<file path="src/verilog/shf_pkg.sv">
// Constants and layouts for the sync header stream framing block
`default_nettype none
package shf_pkg;
  // Block and multiblock geometry
  localparam int BLK_W = 64;
  localparam int SH_W = 2;
  localparam int MB_BLOCKS = 32;
  localparam int IDX_W = 5;
  localparam int EMB_W = 8;
  localparam int WORD_W = 32;
  // Parity generators
  localparam int CRC_W = 12;
  localparam logic [11:0] CRC_KOOP = 12'h0987;
  localparam logic [12:0] CRC_FULL = {CRC_KOOP, 1'b1};
  localparam logic [11:0] CRC_POLY = CRC_FULL[11:0];
  localparam int FEC_W = 26;
  localparam logic [25:0] FEC_POLY = 26'h022_0211;
  // Header stream mode select codes
  localparam logic [1:0] SHM_CRC = 2'h0;
  localparam logic [1:0] SHM_FEC = 2'h2;
  // Sync header encodings, first line bit on the left
  localparam logic [1:0] SH_ONE = 2'h1;
  localparam logic [1:0] SH_ZERO = 2'h2;
  // Header stream word layout
  localparam int EXTENDED_MULTIBLOCK_END_FLAG_POS = 22;
  localparam logic [31:0] CRC_ONES = 32'h80A8_8888;
  localparam logic [31:0] FEC_ONES = 32'h8000_0000;
  localparam int FEC_HI_N = 22;
  localparam int FEC_LO_POS = 23;
  localparam int FEC_LO_N = 4;
  // Register port
  localparam int ADDR_W = 4;
  localparam logic [3:0] REG_CTRL = 4'h0;
  localparam logic [3:0] REG_STAT = 4'h4;
  localparam int CTRL_MODE_LSB = 0;
  localparam int CTRL_EM1_LSB = 8;
  localparam logic [31:0] CTRL_RST = 32'h0000_0000;
endpackage
`default_nettype wire

</file>
<file path="src/verilog/shf_par_if.sv">
// Interface between the framer and a parity generator
`timescale 1ns/1ps
`default_nettype none
interface shf_par_if #(parameter int W = 12);
  logic start;
  logic en;
  logic [shf_pkg::BLK_W-1:0] data;
  logic [W-1:0] par_nxt;
  modport gen (input start, input en, input data, output par_nxt);
  modport user (output start, output en, output data, input par_nxt);
endinterface
`default_nettype wire

</file>
<file path="src/verilog/shf_par_gen.sv">
// Serial LFSR parity generator, one 64-bit block per enable
`timescale 1ns/1ps
`default_nettype none
module shf_par_gen #(
  parameter int W = 12,
  parameter logic [W-1:0] POLY = '0
) (
  // Clock and reset
  input wire logic sys_clk_i,
  input wire logic rst_i,
  // Block feed and parity
  shf_par_if.gen pif
);
  logic [W-1:0] state_r;
  logic [W-1:0] state_nxt;
  logic [W-1:0] s;
  logic fb;

  // Block bits enter MSB first; start clears the seed so each multiblock starts at zero
  always_comb begin
    s = pif.start ? '0 : state_r;
    fb = 1'b0;
    for (int i = shf_pkg::BLK_W - 1; i >= 0; i--) begin
      fb = s[W-1] ^ pif.data[i];
      s = {s[W-2:0], 1'b0} ^ (fb ? POLY : '0);
    end
    pif.par_nxt = s;
    state_nxt = pif.en ? s : state_r;
  end

  // State register
  always_ff @(posedge sys_clk_i) begin
    if (rst_i) begin
      state_r <= '0;
    end else begin
      state_r <= state_nxt;
    end
  end
endmodule
`default_nettype wire

</file>
<file path="src/verilog/shf_top.sv">
// Transmit sync header framing: multiblocks, extended multiblock clock, header stream
`timescale 1ns/1ps
`default_nettype none
module shf_top (
  // Clock and reset
  input wire logic sys_clk_i,
  input wire logic rst_i,
  // SYSREF pin, asynchronous
  input wire logic sysref_i,
  // Scrambled block input
  input wire logic blk_valid_i,
  input wire logic [63:0] blk_data_i,
  // 66-bit block output
  output logic tx_valid_o,
  output logic [65:0] tx_block_o,
  output logic local_extended_multiblock_clock_o,
  // Register port
  input wire logic [3:0] reg_addr_i,
  input wire logic [31:0] reg_wdata_i,
  input wire logic reg_wr_i,
  input wire logic reg_rd_i,
  output logic [31:0] reg_rdata_o
);
  // Synchroniser and SYSREF edge state
  logic sr_meta_r;
  logic sr_sync_r;
  logic sr_prev_r;
  logic sysref_rise;
  // Control register
  logic [31:0] ctrl_r;
  logic [31:0] ctrl_nxt;
  logic [1:0] mode_req;
  logic [7:0] emb_m1;
  // Framing counters
  logic [4:0] blk_idx_r;
  logic [4:0] blk_idx_nxt;
  logic [7:0] mb_cnt_r;
  logic [7:0] mb_cnt_nxt;
  logic restart_r;
  logic restart_nxt;
  logic [4:0] cur_idx;
  logic [7:0] cur_mb;
  // Parity snapshots and stream word
  logic [11:0] crc_par_r;
  logic [11:0] crc_par_nxt;
  logic [25:0] fec_par_r;
  logic [25:0] fec_par_nxt;
  logic [31:0] word_r;
  logic [31:0] word_nxt;
  logic [31:0] word_new;
  logic [1:0] mode_eff;
  logic mode_err;
  logic cur_bit;
  // Outputs
  logic tx_valid_nxt;
  logic [65:0] tx_block_nxt;
  logic local_extended_multiblock_clock_nxt;
  logic [31:0] rdata_nxt;

  shf_par_if #(.W(shf_pkg::CRC_W)) crc_if ();
  shf_par_if #(.W(shf_pkg::FEC_W)) fec_if ();

  // Two-flop synchroniser; only the second flop feeds the edge detector
  always_ff @(posedge sys_clk_i) begin
    if (rst_i) begin
      sr_meta_r <= 1'b0;
      sr_sync_r <= 1'b0;
      sr_prev_r <= 1'b0;
    end else begin
      sr_meta_r <= sysref_i;
      sr_sync_r <= sr_meta_r;
      sr_prev_r <= sr_sync_r;
    end
  end
  assign sysref_rise = sr_sync_r & ~sr_prev_r;

  // Control register write; mode and E take effect at the next multiblock
  always_comb begin
    ctrl_nxt = ctrl_r;
    if (reg_wr_i && reg_addr_i == shf_pkg::REG_CTRL) begin
      ctrl_nxt = reg_wdata_i;
    end
  end
  assign mode_req = ctrl_r[shf_pkg::CTRL_MODE_LSB +: 2];
  assign emb_m1 = ctrl_r[shf_pkg::CTRL_EM1_LSB +: shf_pkg::EMB_W];

  always_ff @(posedge sys_clk_i) begin
    if (rst_i) begin
      ctrl_r <= shf_pkg::CTRL_RST;
    end else begin
      ctrl_r <= ctrl_nxt;
    end
  end

  // Block position; a pending SYSREF makes the next block the first of an extended multiblock
  always_comb begin
    cur_idx = restart_r ? '0 : blk_idx_r;
    cur_mb = restart_r ? '0 : mb_cnt_r;
    blk_idx_nxt = blk_idx_r;
    mb_cnt_nxt = mb_cnt_r;
    restart_nxt = restart_r;
    if (blk_valid_i) begin
      restart_nxt = 1'b0;
      blk_idx_nxt = cur_idx + 5'd1;
      mb_cnt_nxt = cur_mb;
      if (cur_idx == 5'(shf_pkg::MB_BLOCKS - 1)) begin
        mb_cnt_nxt = (cur_mb >= emb_m1) ? '0 : cur_mb + 8'd1;
      end
    end
    // SYSREF seen after the current block wins over the counting
    if (sysref_rise) begin
      restart_nxt = 1'b1;
    end
  end

  always_ff @(posedge sys_clk_i) begin
    if (rst_i) begin
      blk_idx_r <= '0;
      mb_cnt_r <= '0;
      restart_r <= 1'b0;
    end else begin
      blk_idx_r <= blk_idx_nxt;
      mb_cnt_r <= mb_cnt_nxt;
      restart_r <= restart_nxt;
    end
  end

  // Parity feed: header bits never enter, seed cleared at block 0
  assign crc_if.start = (cur_idx == '0);
  assign crc_if.en = blk_valid_i;
  assign crc_if.data = blk_data_i;
  assign fec_if.start = (cur_idx == '0);
  assign fec_if.en = blk_valid_i;
  assign fec_if.data = blk_data_i;

  shf_par_gen #(.W(shf_pkg::CRC_W), .POLY(shf_pkg::CRC_POLY)) u_crc (
    .sys_clk_i(sys_clk_i),
    .rst_i(rst_i),
    .pif(crc_if.gen)
  );

  shf_par_gen #(.W(shf_pkg::FEC_W), .POLY(shf_pkg::FEC_POLY)) u_fec (
    .sys_clk_i(sys_clk_i),
    .rst_i(rst_i),
    .pif(fec_if.gen)
  );

  // Unsupported codes fall back to CRC so the pilot never breaks
  assign mode_err = (mode_req != shf_pkg::SHM_CRC) && (mode_req != shf_pkg::SHM_FEC);
  assign mode_eff = mode_err ? shf_pkg::SHM_CRC : mode_req;

  // Build the next stream word from the previous multiblock's parity
  always_comb begin
    word_new = (mode_eff == shf_pkg::SHM_FEC) ? shf_pkg::FEC_ONES : shf_pkg::CRC_ONES;
    if (mode_eff == shf_pkg::SHM_FEC) begin
      for (int i = 0; i < shf_pkg::FEC_HI_N; i++) begin
        word_new[i] = fec_par_r[shf_pkg::FEC_W - 1 - i];
      end
      for (int j = 0; j < shf_pkg::FEC_LO_N; j++) begin
        word_new[shf_pkg::FEC_LO_POS + j] = fec_par_r[shf_pkg::FEC_LO_N - 1 - j];
      end
    end else begin
      // Parity fills three of every four low bits; command bits stay zero
      for (int k = 0; k < shf_pkg::CRC_W; k++) begin
        word_new[k + k / 3] = crc_par_r[shf_pkg::CRC_W - 1 - k];
      end
    end
    word_new[shf_pkg::EXTENDED_MULTIBLOCK_END_FLAG_POS] = (cur_mb == emb_m1);
  end

  // Parity snapshot at block 31, stream word frozen at block 0
  always_comb begin
    crc_par_nxt = crc_par_r;
    fec_par_nxt = fec_par_r;
    word_nxt = word_r;
    if (blk_valid_i && cur_idx == 5'(shf_pkg::MB_BLOCKS - 1)) begin
      crc_par_nxt = crc_if.par_nxt;
      fec_par_nxt = fec_if.par_nxt;
    end
    if (blk_valid_i && cur_idx == '0) begin
      word_nxt = word_new;
    end
  end

  always_ff @(posedge sys_clk_i) begin
    if (rst_i) begin
      crc_par_r <= '0;
      fec_par_r <= '0;
      word_r <= '0;
    end else begin
      crc_par_r <= crc_par_nxt;
      fec_par_r <= fec_par_nxt;
      word_r <= word_nxt;
    end
  end

  // Block 0 reads the fresh word; later blocks read the frozen copy
  assign cur_bit = (cur_idx == '0) ? word_new[0] : word_r[cur_idx];

  // Output block and extended multiblock clock pulse
  always_comb begin
    tx_valid_nxt = blk_valid_i;
    tx_block_nxt = tx_block_o;
    local_extended_multiblock_clock_nxt = 1'b0;
    if (blk_valid_i) begin
      tx_block_nxt = {(cur_bit ? shf_pkg::SH_ONE : shf_pkg::SH_ZERO), blk_data_i};
      local_extended_multiblock_clock_nxt = (cur_idx == '0) && (cur_mb == '0);
    end
  end

  // Register read data, one cycle after the strobe; unmapped reads give zero
  always_comb begin
    rdata_nxt = '0;
    if (reg_rd_i) begin
      case (reg_addr_i)
        shf_pkg::REG_CTRL: rdata_nxt = ctrl_r;
        shf_pkg::REG_STAT: rdata_nxt = {15'h0000, mode_err, restart_r, 2'h0, cur_mb, cur_idx};
        default: rdata_nxt = '0;
      endcase
    end
  end

  always_ff @(posedge sys_clk_i) begin
    if (rst_i) begin
      tx_valid_o <= 1'b0;
      tx_block_o <= '0;
      local_extended_multiblock_clock_o <= 1'b0;
      reg_rdata_o <= '0;
    end else begin
      tx_valid_o <= tx_valid_nxt;
      tx_block_o <= tx_block_nxt;
      local_extended_multiblock_clock_o <= local_extended_multiblock_clock_nxt;
      reg_rdata_o <= rdata_nxt;
    end
  end
endmodule
`default_nettype wire
</file>
<file path="config.mk">
export PLATFORM = sky130hd
export DESIGN_NAME = shf_top
export DESIGN_NICKNAME = d
export VERILOG_FILES = /design/src/verilog/shf_pkg.sv /design/src/verilog/shf_par_if.sv /design/src/verilog/shf_par_gen.sv /design/src/verilog/shf_top.sv
export SDC_FILE = /design/constraint.sdc
export NUM_CORES = 1
export LEC_CHECK = 0
export BUFFER_PORTS_ARGS = -buffer_cell sky130_fd_sc_hd__buf_2
export CAP_MARGIN = 40
export CORE_AREA = 8 8 197 161
export DETAILED_ROUTE_END_ITERATION = 8
export DIE_AREA = 0 0 205 169
export PLACE_DENSITY = 0.8
export REMOVE_ABC_BUFFERS = 1
export SLEW_MARGIN = 20
export SYNTH_ARGS = -nofsm -noshare
export SYNTH_HDL_FRONTEND = slang
export SYNTH_SLANG_ARGS = --single-unit
</file>
<file path="constraint.sdc">
create_clock -name sys_clk_i -period 8.7 [get_ports sys_clk_i]
set_input_delay 2.175 -clock sys_clk_i [delete_from_list [all_inputs] [get_ports sys_clk_i]]
set_output_delay 2.175 -clock sys_clk_i [all_outputs]
set_load 0.02 [all_outputs]
</file>
==> impl_metrics.ini <==
[final_layout]
n_fill_cell = 2337
fin_area_um2 = 18800
fin_nets = 1966
multi_input_area_um2 = 11000
seqCellArea_um2 = 5060
antenna_cells = 0
areaGrowthSynthToFinish_pct = 13.5
drive_gt1_frac = 0.176
final_cells = 2244

[floorplanning]
design.die.area_um2 = 34600
die_h_um = 169
rows = 56
start_util = 0.576
pin_count = 206
coreArea_um2 = 28700
die_x_um = 205

[placement]
place_area_um2 = 17800
io_buffers = 205
placed_cells = 2194
routabilityCongestion = 0.944
dp_hpwl_um = 35400

[min_path]
hold_start = sr_meta_r
hold_path.class = register to register
whs_path_depth = 1

[clocking]
clkLatencyLatePin_ns = 0.56
cts_made_buffers = 27
cts.hold.buffers_added = 0
cts.sinks = 253
cts_tree = yes
clock_path_buffers = 3
cts_root_buffer = clkbuf_16
cts_setup_buffers = 0
htreeDepth = 1
ctsResizeCount = 0
cts.clk_slew.worst_paths_ns = 0.06

[timing]
worst_pin_slew_ns = 0.826
setup-violations-final = 0
fmax_mhz = 127
rsz0062_at_grt = no
hold_viol_final = 0
finalClockSkew_ns = 0.0158
drv_slew = 0
relSlewSlack = 0.446
setup_tns_ns = 0
finalCritPeriodShare = 0.907
finalCriticalPeriod_ns = 7.89

[synthesis]
synth_seq_cells = 253
synthTopCellsByArea = dfxtp_1 31%, xnor2_1 18%, xnor3_1 9.1%
synth.top_cell.area_share = 0.306
yosys-top-cells-count = 348 x xnor2_1, 253 x dfxtp_1, 187 x nand2_1
yosysSeqAreaShare = 0.306
syn_avg_cell_area_um2 = 9.78
synth_edf_count = 0
yosysWarnings = 0
synthesis.area_um2 = 16500
syn_inst = 1692
synth_cell_types = 50
yosysTopAreaCell = dfxtp_1
ys.flop_type = dfxtp_1
async_reset_ff_frac = 0
synth.most_common_cell = xnor2_1

[global_routing]
grt_pass1_wl_um = 70900
grt_overflow = 0
track_usage = 0.260
grt_pass1_vias = 12548
grt_start_max_net_pins = 78
antenna_found_initial = 0

[worst_setup_path]
r2r_cells = 20
required_ns = 9.16
worstSetupPathType = input pin to register
arrival_ns = 8.35
path_cells = buf_2 > xor2_1 > xnor2_1 > xnor3_1 > xnor3_1 > xnor2_1 > xnor3_1 > xnor3_2 > xor2_2 > xnor2_1 > xnor3_1 > xnor3_2 > xnor3_2 > xnor2_2 > xor3_1 > xor2_1 > xnor2_1 > a211oi_1
cp.depth = 18
start_kind = input pin
cp-end-kind = register
cpPeakStageDelay_ns = 0.51
crit_start = blk_data_i[63]
crit_buf_inv = 1
crit_fanout = 8
r2r-start = restart_r
slowest_stage = xnor3_1
path_delay_family = XOR/XNOR gates

[drt]
vias_per_cell = 5.52
wl_per_cell_um = 20.4
drcViolationCount = 0
wirelength_um = 45800
drtAntennaViolNets = 0
vias = 12386
dr.pass1.iters = 6
drt_iter0_drc = 1163

[status]
outcome = complete, no violations

[job]
cap_violations = 0
cell families after synthesis:
logic type,synth area share
AOI/OAI and AO/OA,0.0628
DFF,0.306
buffers and inverters,0.0280
xor gates and xnor gates,0.419
muxes,0.0567
adders and majority gates,0.00983
and+or+nand+nor,0.117
path summary, 6_finish.rpt:
path	endpoint	slack (ns)
worst max-delay path	u_crc.state_r[2]	0.81
worst min-delay path	sr_sync_r	0.44
worst max register to register	u_crc.state_r[2]	1.10
worst min register to register	sr_sync_r	0.44
registers in the layout, summed over array words and instances (netlist names), 5 cells and up:
name           count
ctrl_r            32
crc_par_r         12
u_crc.state_r     12
tx_block_o        66
word_r            28
u_fec.state_r     26
blk_idx_r          5
fec_par_r         26
mb_cnt_r           8
reg_rdata_o       32
cells in the final DEF (no fill, tap or decap), types with 5 or more instances in the layout:
cell type	count
xnor2_1	348
dfxtp_1	253
buf_2	203
nand2_1	187
nor2_1	182
xor2_1	126
mux2i_1	78
a21oi_1	76
xnor3_1	67
clkbuf_16	27
o21ai_0	22
nor3_1	21
a211oi_1	20
and2_1	17
inv_1	16
nand3_1	16
xnor2_2	16
nor2b_1	15
a22oi_1	15
buf_4	15
ha_1	13
xor3_1	12
xnor3_2	12
a22o_1	11
a311oi_1	11
xnor2_4	8
clkbuf_8	8
mux4_2	7
and3_1	5
nand2b_1	5
per-stage QoR:
step           hold WS, ns  worst slack [ns]   util
6_report             0.442             0.810  0.654
5_1_grt              0.470             0.571  0.654
4_1_cts              0.451             0.920  0.653
3_5_place_dp         0.438             0.362  0.619
3_3_place_gp         0.425             0.515  0.618
2_1_floorplan        0.414              1.13      -
routing by layer:
layer  GRT usage  vias up  part of all wire
li1            -     5850                 -
met1       0.366     5998              0.44
met2       0.403      470              0.45
met3      0.0533       68             0.091
met4      0.0630        0             0.020
met5           0        -                 0
area by class of cell:
| class | instances | share of cell area |
|---|---|---|
| sequential | 253 | 0.270 |
| tap | 377 | 0.0251 |
| multi-input combinational | 1327 | 0.587 |
| inverter | 16 | 0.00320 |
| timing repair buffer | 222 | 0.0638 |
| clock buffer | 38 | 0.0424 |
| clock inverter | 11 | 0.00846 |
worst reg2reg max path, delay by kind of cell, from the launching register on:
family / cells / cell delay [ns]
buf+inv: 1 / 0.13
flops: 1 / 0.77
simple gates: 4 / 1.27
fa+ha+maj: 1 / 0.17
xor+xnor: 13 / 4.93
compound gates: 1 / 0.25
Power is left out: the tool's default activity adds up to more than one toggle a clock period on the data nets, which glitch-free logic cannot reach.
